==> config.mk <==
export PLATFORM = sky130hd
export DESIGN_NAME = lpm_measure_top
export DESIGN_NICKNAME = d
export VERILOG_FILES = /design/src/verilog/lpm_pkg.sv /design/src/verilog/lpm_reg_if.sv /design/src/verilog/lpm_i2c_slave.sv /design/src/verilog/lpm_meas_engine.sv /design/src/verilog/lpm_measure_top.sv
export SDC_FILE = /design/constraint.sdc
export NUM_CORES = 1
export LEC_CHECK = 0
export BUFFER_PORTS_ARGS = -buffer_cell sky130_fd_sc_hd__buf_4
export CAP_MARGIN = 20
export CORE_ASPECT_RATIO = 2
export CORE_MARGIN = 1
export CORE_UTILIZATION = 35
export DETAILED_ROUTE_END_ITERATION = 10
export SETUP_SLACK_MARGIN = 0.1
export SLEW_MARGIN = 20
export SYNTH_ARGS = -nofsm -noshare
export SYNTH_HDL_FRONTEND = slang
export SYNTH_SLANG_ARGS = --single-unit
==> constraint.sdc <==
create_clock -name clk_sys -period 3.5 [get_ports clk_sys]
set_input_delay 0.175 -clock clk_sys [delete_from_list [all_inputs] [get_ports clk_sys]]
set_output_delay 0.175 -clock clk_sys [all_outputs]
set_load 0.05 [all_outputs]
==> src/verilog/lpm_pkg.sv <==
// shared constants and types of the light and proximity measurement command block
package lpm_pkg;
  localparam logic [6:0] LPM_DEV_ADDR = 7'h13;
  localparam logic [7:0] LPM_REG_FIRST = 8'h80;
  localparam logic [7:0] LPM_REG_LAST = 8'h90;
  localparam int LPM_NUM_REGS = 17;
  localparam logic [4:0] LPM_IDX_CMD = 5'h00;
  localparam logic [4:0] LPM_IDX_ID = 5'h01;
  localparam logic [4:0] LPM_IDX_ALS_HI = 5'h05;
  localparam logic [4:0] LPM_IDX_ALS_LO = 5'h06;
  localparam logic [4:0] LPM_IDX_PROX_HI = 5'h07;
  localparam logic [4:0] LPM_IDX_PROX_LO = 5'h08;
  localparam int LPM_CMD_ALS_RDY = 6;
  localparam int LPM_CMD_PROX_RDY = 5;
  localparam int LPM_CMD_ALS_OS = 4;
  localparam int LPM_CMD_PROX_OS = 3;
  localparam int LPM_CMD_ALS_PER = 2;
  localparam int LPM_CMD_PROX_PER = 1;
  localparam int LPM_CMD_RUN = 0;
  localparam logic LPM_CMD_LOCK_VAL = 1'b1;
  localparam int LPM_CH_ALS = 1;
  localparam int LPM_CH_PROX = 0;
  localparam logic [7:0] LPM_REG_RST = 8'h00;
  // identification value is arbitrary
  localparam logic [7:0] LPM_ID_VALUE = 8'h5a;
  localparam logic [3:0] LPM_BITS_BYTE = 4'h8;
  localparam logic [3:0] LPM_BIT_LAST = 4'h7;
  localparam int LPM_CLK_PERIOD_NS = 8;
  localparam int LPM_CONV_TIME_NS = 20000;
  localparam int LPM_CONV_CYC = (LPM_CONV_TIME_NS + LPM_CLK_PERIOD_NS - 1) / LPM_CLK_PERIOD_NS;
  localparam int LPM_CONV_W = 12;
  localparam int LPM_PERIOD_TIME_NS = 1000000;
  localparam int LPM_PERIOD_CYC = LPM_PERIOD_TIME_NS / LPM_CLK_PERIOD_NS;
  localparam int LPM_PERIOD_W = 20;

  typedef enum logic [2:0] {
    LPM_ST_IDLE = 3'b000,
    LPM_ST_ADDR = 3'b001,
    LPM_ST_PTR = 3'b010,
    LPM_ST_WDATA = 3'b011,
    LPM_ST_ACK = 3'b100,
    LPM_ST_RDATA = 3'b101,
    LPM_ST_MACK = 3'b110
  } lpm_i2c_state_type;

  function automatic logic lpm_in_range(input logic [7:0] addr);
    return (addr >= LPM_REG_FIRST) && (addr <= LPM_REG_LAST);
  endfunction : lpm_in_range

  function automatic logic [4:0] lpm_reg_index(input logic [7:0] addr);
    logic [7:0] diff;
    diff = addr - LPM_REG_FIRST;
    return diff[4:0];
  endfunction : lpm_reg_index
endpackage : lpm_pkg

==> src/verilog/lpm_reg_if.sv <==
// register access strobes between the serial slave and the register file
`timescale 1ns/1ps
interface lpm_reg_if;
  logic wr_stb;
  logic rd_stb;
  logic [7:0] addr;
  logic [7:0] wdata;
  logic [7:0] rdata;
  modport bus (output wr_stb, output rd_stb, output addr, output wdata, input rdata);
  modport regs (input wr_stb, input rd_stb, input addr, input wdata, output rdata);
endinterface : lpm_reg_if

==> src/verilog/lpm_i2c_slave.sv <==
// serial two-wire slave with register pointer and auto increment
`timescale 1ns/1ps
module lpm_i2c_slave
  import lpm_pkg::*;
(
  input wire logic clk_sys,
  input wire logic nrst,
  input wire logic scl_s,
  input wire logic sda_s,
  output logic sda_oe,
  lpm_reg_if.bus rb
);
  lpm_i2c_state_type state_ff;
  lpm_i2c_state_type after_ff;
  logic scl_d_ff;
  logic sda_d_ff;
  logic [7:0] shift_ff;
  logic [7:0] tx_ff;
  logic [7:0] ptr_ff;
  logic [3:0] cnt_ff;
  logic nack_ff;

  wire scl_rise = scl_s & ~scl_d_ff;
  wire scl_fall = ~scl_s & scl_d_ff;
  wire start_c = scl_s & scl_d_ff & sda_d_ff & ~sda_s;
  wire stop_c = scl_s & scl_d_ff & ~sda_d_ff & sda_s;
  wire rx_state = (state_ff == LPM_ST_ADDR) | (state_ff == LPM_ST_PTR) | (state_ff == LPM_ST_WDATA);
  wire byte_end = rx_state & scl_fall & (cnt_ff == LPM_BITS_BYTE);
  wire addr_hit = shift_ff[7:1] == LPM_DEV_ADDR;
  wire ack_fall = scl_fall & (state_ff == LPM_ST_ACK);
  wire load_tx = (ack_fall & (after_ff == LPM_ST_RDATA)) | (scl_fall & (state_ff == LPM_ST_MACK) & ~nack_ff);

  assign rb.wr_stb = byte_end & (state_ff == LPM_ST_WDATA);
  assign rb.rd_stb = load_tx;
  assign rb.addr = ptr_ff;
  assign rb.wdata = shift_ff;
  // only ever pulls low: acknowledge or a zero data bit
  assign sda_oe = (state_ff == LPM_ST_ACK) | ((state_ff == LPM_ST_RDATA) & ~tx_ff[7]);

  always_ff @(posedge clk_sys or negedge nrst) begin
    if (!nrst) begin
      state_ff <= LPM_ST_IDLE;
      after_ff <= LPM_ST_IDLE;
      scl_d_ff <= 1'b1;
      sda_d_ff <= 1'b1;
      shift_ff <= 8'h00;
      tx_ff <= 8'hff;
      ptr_ff <= 8'h00;
      cnt_ff <= 4'h0;
      nack_ff <= 1'b1;
    end else begin
      scl_d_ff <= scl_s;
      sda_d_ff <= sda_s;
      if (stop_c) begin
        state_ff <= LPM_ST_IDLE;
      end else if (start_c) begin
        state_ff <= LPM_ST_ADDR;
        cnt_ff <= 4'h0;
      end else begin
        if (rx_state & scl_rise) begin
          shift_ff <= {shift_ff[6:0], sda_s};
          cnt_ff <= cnt_ff + 4'h1;
        end
        if (byte_end) begin
          cnt_ff <= 4'h0;
          if (state_ff == LPM_ST_ADDR) begin
            state_ff <= addr_hit ? LPM_ST_ACK : LPM_ST_IDLE;
            after_ff <= shift_ff[0] ? LPM_ST_RDATA : LPM_ST_PTR;
          end else begin
            state_ff <= LPM_ST_ACK;
            after_ff <= LPM_ST_WDATA;
            ptr_ff <= (state_ff == LPM_ST_PTR) ? shift_ff : ptr_ff + 8'h01;
          end
        end
        if (ack_fall & (after_ff != LPM_ST_RDATA)) begin
          state_ff <= after_ff;
        end
        if (load_tx) begin
          tx_ff <= rb.rdata;
          ptr_ff <= ptr_ff + 8'h01;
          cnt_ff <= 4'h0;
          state_ff <= LPM_ST_RDATA;
        end
        if (scl_fall & (state_ff == LPM_ST_RDATA)) begin
          if (cnt_ff == LPM_BIT_LAST) begin
            state_ff <= LPM_ST_MACK;
          end else begin
            cnt_ff <= cnt_ff + 4'h1;
            tx_ff <= {tx_ff[6:0], 1'b1};
          end
        end
        if (scl_rise & (state_ff == LPM_ST_MACK)) begin
          nack_ff <= sda_s;
        end
        if (scl_fall & (state_ff == LPM_ST_MACK) & nack_ff) begin
          state_ff <= LPM_ST_IDLE;
        end
      end
    end
  end
endmodule : lpm_i2c_slave

==> src/verilog/lpm_meas_engine.sv <==
// conversion timers for both channels and the periodic measurement timer
`timescale 1ns/1ps
module lpm_meas_engine
  import lpm_pkg::*;
#(
  parameter int PERIOD_CYC = LPM_PERIOD_CYC
)
(
  input wire logic clk_sys,
  input wire logic nrst,
  input wire logic run_en,
  input wire logic [1:0] per_en,
  input wire logic [1:0] os_start,
  output logic [1:0] busy,
  output logic [1:0] done
);
  logic [LPM_PERIOD_W-1:0] per_cnt_ff;
  logic [LPM_CONV_W-1:0] conv_cnt_ff [2];
  logic [1:0] busy_ff;
  logic [1:0] done_ff;

  wire per_run = run_en & |per_en;
  wire per_tick = per_run & (per_cnt_ff == '0);
  wire [1:0] go = ((per_tick ? per_en : 2'b00) | os_start) & ~busy_ff;
  assign busy = busy_ff;
  assign done = done_ff;

  always_ff @(posedge clk_sys or negedge nrst) begin
    if (!nrst) begin
      per_cnt_ff <= '0;
    end else if (!per_run || per_cnt_ff == LPM_PERIOD_W'(PERIOD_CYC - 1)) begin
      per_cnt_ff <= '0;
    end else begin
      per_cnt_ff <= per_cnt_ff + 1'b1;
    end
  end

  always_ff @(posedge clk_sys or negedge nrst) begin
    if (!nrst) begin
      busy_ff <= 2'b00;
      done_ff <= 2'b00;
      conv_cnt_ff[0] <= '0;
      conv_cnt_ff[1] <= '0;
    end else begin
      for (int ch = 0; ch < 2; ch++) begin
        done_ff[ch] <= busy_ff[ch] && (conv_cnt_ff[ch] == LPM_CONV_W'(LPM_CONV_CYC - 1));
        if (go[ch]) begin
          busy_ff[ch] <= 1'b1;
          conv_cnt_ff[ch] <= '0;
        end else if (busy_ff[ch] && (conv_cnt_ff[ch] == LPM_CONV_W'(LPM_CONV_CYC - 1))) begin
          busy_ff[ch] <= 1'b0;
        end else if (busy_ff[ch]) begin
          conv_cnt_ff[ch] <= conv_cnt_ff[ch] + 1'b1;
        end
      end
    end
  end
endmodule : lpm_meas_engine

==> src/verilog/lpm_measure_top.sv <==
// measurement command, status and register file of the light and proximity sensor
`timescale 1ns/1ps
module lpm_measure_top
  import lpm_pkg::*;
#(
  parameter int PERIOD_CYC = LPM_PERIOD_CYC
)
(
  input wire logic clk_sys,
  input wire logic nrst,
  input wire logic scl_in,
  input wire logic sda_in,
  output logic sda_out,
  output logic sda_oe,
  output logic int_out,
  output logic int_oe,
  input wire logic [15:0] als_result,
  input wire logic [15:0] prox_result,
  output logic als_conv,
  output logic prox_conv
);
  lpm_reg_if rb ();

  logic scl_m_ff;
  logic scl_s_ff;
  logic sda_m_ff;
  logic sda_s_ff;
  logic run_ff;
  logic [1:0] per_en_ff;
  logic [1:0] os_ff;
  logic [1:0] rdy_ff;
  logic [15:0] als_res_ff;
  logic [15:0] prox_res_ff;
  logic [7:0] gen_ff [LPM_NUM_REGS];
  logic [1:0] nxt_os;
  logic [1:0] nxt_rdy;
  logic [1:0] busy;
  logic [1:0] done;
  logic [1:0] os_start;
  logic [1:0] os_req;
  logic [1:0] rd_clr;
  logic [7:0] cmd_value;
  logic [7:0] rd_data;

  // address decode
  wire in_range = lpm_in_range(rb.addr);
  wire [4:0] idx = lpm_reg_index(rb.addr);
  wire is_cmd = in_range && (idx == LPM_IDX_CMD);
  wire is_id = in_range && (idx == LPM_IDX_ID);
  wire is_als = in_range && ((idx == LPM_IDX_ALS_HI) || (idx == LPM_IDX_ALS_LO));
  wire is_prox = in_range && ((idx == LPM_IDX_PROX_HI) || (idx == LPM_IDX_PROX_LO));
  wire cmd_wr = rb.wr_stb && is_cmd;
  wire gen_wr = rb.wr_stb && in_range && !is_cmd && !is_id && !is_als && !is_prox;

  // pin synchronisers
  always_ff @(posedge clk_sys or negedge nrst) begin
    if (!nrst) begin
      scl_m_ff <= 1'b1;
      scl_s_ff <= 1'b1;
      sda_m_ff <= 1'b1;
      sda_s_ff <= 1'b1;
    end else begin
      scl_m_ff <= scl_in;
      scl_s_ff <= scl_m_ff;
      sda_m_ff <= sda_in;
      sda_s_ff <= sda_m_ff;
    end
  end

  // oversampled slave, fast enough for the high speed bit rate
  lpm_i2c_slave u_slave (
    .clk_sys(clk_sys),
    .nrst(nrst),
    .scl_s(scl_s_ff),
    .sda_s(sda_s_ff),
    .sda_oe(sda_oe),
    .rb(rb.bus)
  );

  lpm_meas_engine #(
    .PERIOD_CYC(PERIOD_CYC)
  ) u_engine (
    .clk_sys(clk_sys),
    .nrst(nrst),
    .run_en(run_ff),
    .per_en(per_en_ff),
    .os_start(os_start),
    .busy(busy),
    .done(done)
  );

  assign sda_out = 1'b0;
  assign als_conv = busy[LPM_CH_ALS];
  assign prox_conv = busy[LPM_CH_PROX];

  // one-shot starts, dropped while the run bit is set or being set
  assign os_req = {rb.wdata[LPM_CMD_ALS_OS], rb.wdata[LPM_CMD_PROX_OS]}
                  & {2{cmd_wr && !rb.wdata[LPM_CMD_RUN] && !run_ff}};
  assign os_start = os_req & ~busy;
  assign nxt_os = (os_ff & ~done) | os_start;

  // ready flags: completion wins over a clearing read
  assign rd_clr = {rb.rd_stb && is_als, rb.rd_stb && is_prox};
  assign nxt_rdy = done | (rdy_ff & ~rd_clr);

  // open drain request: pulled low while a result waits
  assign int_out = 1'b0;
  assign int_oe = |rdy_ff;

  assign cmd_value = {LPM_CMD_LOCK_VAL, rdy_ff[LPM_CH_ALS], rdy_ff[LPM_CH_PROX],
                      os_ff[LPM_CH_ALS], os_ff[LPM_CH_PROX],
                      per_en_ff[LPM_CH_ALS], per_en_ff[LPM_CH_PROX], run_ff};

  // read selection
  assign rd_data = !in_range ? LPM_REG_RST :
                   is_cmd ? cmd_value :
                   is_id ? LPM_ID_VALUE :
                   (idx == LPM_IDX_ALS_HI) ? als_res_ff[15:8] :
                   (idx == LPM_IDX_ALS_LO) ? als_res_ff[7:0] :
                   (idx == LPM_IDX_PROX_HI) ? prox_res_ff[15:8] :
                   (idx == LPM_IDX_PROX_LO) ? prox_res_ff[7:0] :
                   gen_ff[idx];
  assign rb.rdata = rd_data;

  // command register
  always_ff @(posedge clk_sys or negedge nrst) begin
    if (!nrst) begin
      run_ff <= 1'b0;
      per_en_ff <= 2'b00;
    end else if (cmd_wr) begin
      run_ff <= rb.wdata[LPM_CMD_RUN];
      per_en_ff <= {rb.wdata[LPM_CMD_ALS_PER], rb.wdata[LPM_CMD_PROX_PER]};
    end
  end

  always_ff @(posedge clk_sys or negedge nrst) begin
    if (!nrst) begin
      os_ff <= 2'b00;
      rdy_ff <= 2'b00;
    end else begin
      os_ff <= nxt_os;
      rdy_ff <= nxt_rdy;
    end
  end

  // result capture at end of conversion
  always_ff @(posedge clk_sys or negedge nrst) begin
    if (!nrst) begin
      als_res_ff <= 16'h0000;
      prox_res_ff <= 16'h0000;
    end else begin
      if (done[LPM_CH_ALS]) begin
        als_res_ff <= als_result;
      end
      if (done[LPM_CH_PROX]) begin
        prox_res_ff <= prox_result;
      end
    end
  end

  // plain read/write parameter and setting registers
  always_ff @(posedge clk_sys or negedge nrst) begin
    if (!nrst) begin
      for (int i = 0; i < LPM_NUM_REGS; i++) begin
        gen_ff[i] <= LPM_REG_RST;
      end
    end else if (gen_wr) begin
      gen_ff[idx] <= rb.wdata;
    end
  end
endmodule : lpm_measure_top

==> impl_metrics.toml <==
[run_status]
status = "complete, no violations"

[critical_path]
critPathArrivalTime_ps = 3720
reg2reg_from = "u_slave.scl_d_ff$_DFF_PN1_"
worst_setup_path_end_kind = "register"
crit_path_start_kind = "register"
cp.required_ps = 3940
regToRegSetupSlack_ps = 230
critPathKind = "reg -> reg"
rr_worst_depth = 5
r2r-end = "u_slave.tx_ff[1]$_DFFE_PN1P_"
cp_max_fo = 11

[clock_tree]
cts.sinks = 264
tritoncts = "done"
post_cts_buffers = 0
cts_resized = 0
worstSkewPairLatency_ps = 530
htreeDepth = 1
clkTransAtPathRegs_ps = 70
cts_buffers = 23
clk_path_buf_depth = 3
clockRootBuffer = "clkbuf_16"
cts_hold_buf = 35

[die]
die_h_um = 270
dieArea_um2 = 36700
initial_core_util = 0.357
die-width_um = 136
rows = 97
ios = 42
core_um2 = 35200

[detailed_routing]
wl_per_cell_um = 20.7
drt-total-wl_mm = 32.1
vias = 8361
drt_iter0_markers = 445
detail_route.vias_per_cell = 5.40
drt_first_pass_iters = 7
drc = 0
drtAntennaViolNets = 0

[synthesis]
synth_ff_type = "dfrtp_1"
syn-mean-instance-area_um2 = 11.8
synth_edf_count = 0
netlist_area_um2 = 12600
synth_sequential_area_ratio = 0.527
async_flop_share = 1.00
ys_ff_latch = 264
ys_warn_count = 0
ys_types = 75
synth_cells = 1066

[placed_design]
placed_area_um2 = 13300
gp_congestion = 0.882
port-buffer-count = 39
hpwlAfterDp_mm = 23.1
place_ws_ps = 195

[final_layout]
regArea_um2 = 6630
stdcell_area_um2 = 14400
multi_input_area_um2 = 5370
post-route-util = 0.409
drive_above_1_share = 0.277
layout_common_cells = "dfrtp_1, mux2_2, nor2_1, buf_4, nand2_1"
n_antenna_cell = 0
final_common_cell = "dfrtp_1"
num-nets-final = 1134
syn_to_final_growth_pct = 14.6
filler_cell_count = 3312

[sta]
fmax_ghz = 0.305
tns_ps = 0
finClkSkew_ps = 11.8
rsz0062_at_grt = "no"
slew_violations = 0
tightest_slew_ps = 1070
relSlewSlack = 0.280
setup_violations = 0
worst_hold_slack_ps = 237
period_share = 0.935
setup_slack_ps = 226
min_period_ps = 3270
hold_viol = 0

[grt]
grt_max_degree = 91
grt-ovfl-total = 0
grtUsageTotal = 0.181
grt_pass1_wl_mm = 50.9
grt_pass1_vias = 9162
antenna_found_initial = 0

[run]
maxCapViolations = 0

[power]
leakage_nw = 6.36
pwr_density_cell_nw_per_um2 = 446
ir_drop_v = 0.000454

[hold_path]
hold_class = "in -> async"
==> logic make-up after synthesis <==
kind of cell | Yosys count | synth area share
other | 1 | 0.000298
buffers and inverters | 146 | 0.0461
AO/OA/AOI/OAI | 152 | 0.0868
flip-flops | 264 | 0.527
XOR/XNOR | 23 | 0.0160
AND/OR/NAND/NOR | 283 | 0.127
multiplexers | 187 | 0.187
adder cells (fa/ha/maj) | 10 | 0.00996
==> worst max path at each step <==
stage	from	endpoint	slack (ps)	depth (start not counted)
final	u_slave.scl_d_ff$_DFF_PN1_	u_slave.tx_ff[1]$_DFFE_PN1P_	230	5
after global routing	u_slave.rb.addr[0]$_DFFE_PN0P_	gen_ff[116]$_DFFE_PN0P_	270	7
after CTS	u_slave.scl_d_ff$_DFF_PN1_	u_slave.tx_ff[1]$_DFFE_PN1P_	180	5
after detailed placement	u_slave.scl_d_ff$_DFF_PN1_	u_slave.tx_ff[1]$_DFFE_PN1P_	190	5
after global placement	u_slave.state_ff[0]$_DFF_PN0_	u_slave.tx_ff[1]$_DFFE_PN1P_	250	5
after floorplan	u_slave.rb.addr[0]$_DFFE_PN0P_	gen_ff[104]$_DFFE_PN0P_	200	12
==> synthesized netlist by cell type, types with 7 or more instances <==
cell type,count,area [um2]
dfrtp_1,249,6230
mux2_2,127,1430
clkbuf_1,98,368
nor2_1,81,304
nand2_1,41,154
inv_1,33,124
mux2i_1,30,300
nand3_1,29,145
o21ai_0,27,135
a21oi_1,22,110
mux4_2,22,495
nor3_1,17,85.1
xnor2_1,17,149
nor4_1,16,100
dfstp_2,15,394
a31oi_1,14,87.6
or3_1,12,75.1
a2111oi_0,10,87.6
ha_1,10,125
nand4_1,10,62.6
o22a_1,10,87.6
and3_1,9,56.3
mux2_4,8,120
a211o_1,7,61.3
buf_2,7,35.0
o221ai_1,7,61.3
o22ai_1,7,43.8
==> metrics by stage <==
step	total power [mW]	cells
floorplan	3.45	1067
global placement	3.78	1473
detailed placement	3.78	1473
CTS	6.52	1548
global route	6.65	1548
finish	6.42	1548
==> state kept, by name, summed over array words and instances (netlist names), 3 cells and up <==
register,cells
prox_res_ff,16
u_slave.after_ff,3
u_slave.cnt_ff,4
u_slave.state_ff,3
u_slave.tx_ff,8
u_slave.rb.addr,8
u_engine.per_cnt_ff,20
als_res_ff,16
u_engine.conv_cnt_ff,24
u_slave.rb.wdata,8
gen_ff,136
==> final cells by class <==
cell class | instances | area share
clock buffers | 31 | 0.0455
clock inverters | 9 | 0.00860
repair buffers | 109 | 0.0652
inverters | 33 | 0.00860
well taps | 445 | 0.0387
multi-input cells | 657 | 0.373
flip-flops and latches | 264 | 0.460
==> worst max-delay path, cell delays in order, from the launching register on <==
cell and delay [ps]:
dfstp_2 610, nor4bb_1 520, o21ai_1 430, nor4_1 1010, o221ai_1 390, o21ai_0 240
==> metal layers <==
metal,vias to the layer above,share of wire,global-route usage
met5,-,0,0
li1,3883,-,-
met1,4224,0.36,0.182
met2,162,0.55,0.340
met4,0,0.067,0.118
met3,92,0.026,0.0218
==> where the power goes <==
part	switching, mW	internal, mW
Sequential	0.202	3.12
Combinational	0.258	0.169
Clock	1.14	1.54
Total	1.60	4.82
(Power assumes the default switching activity.)
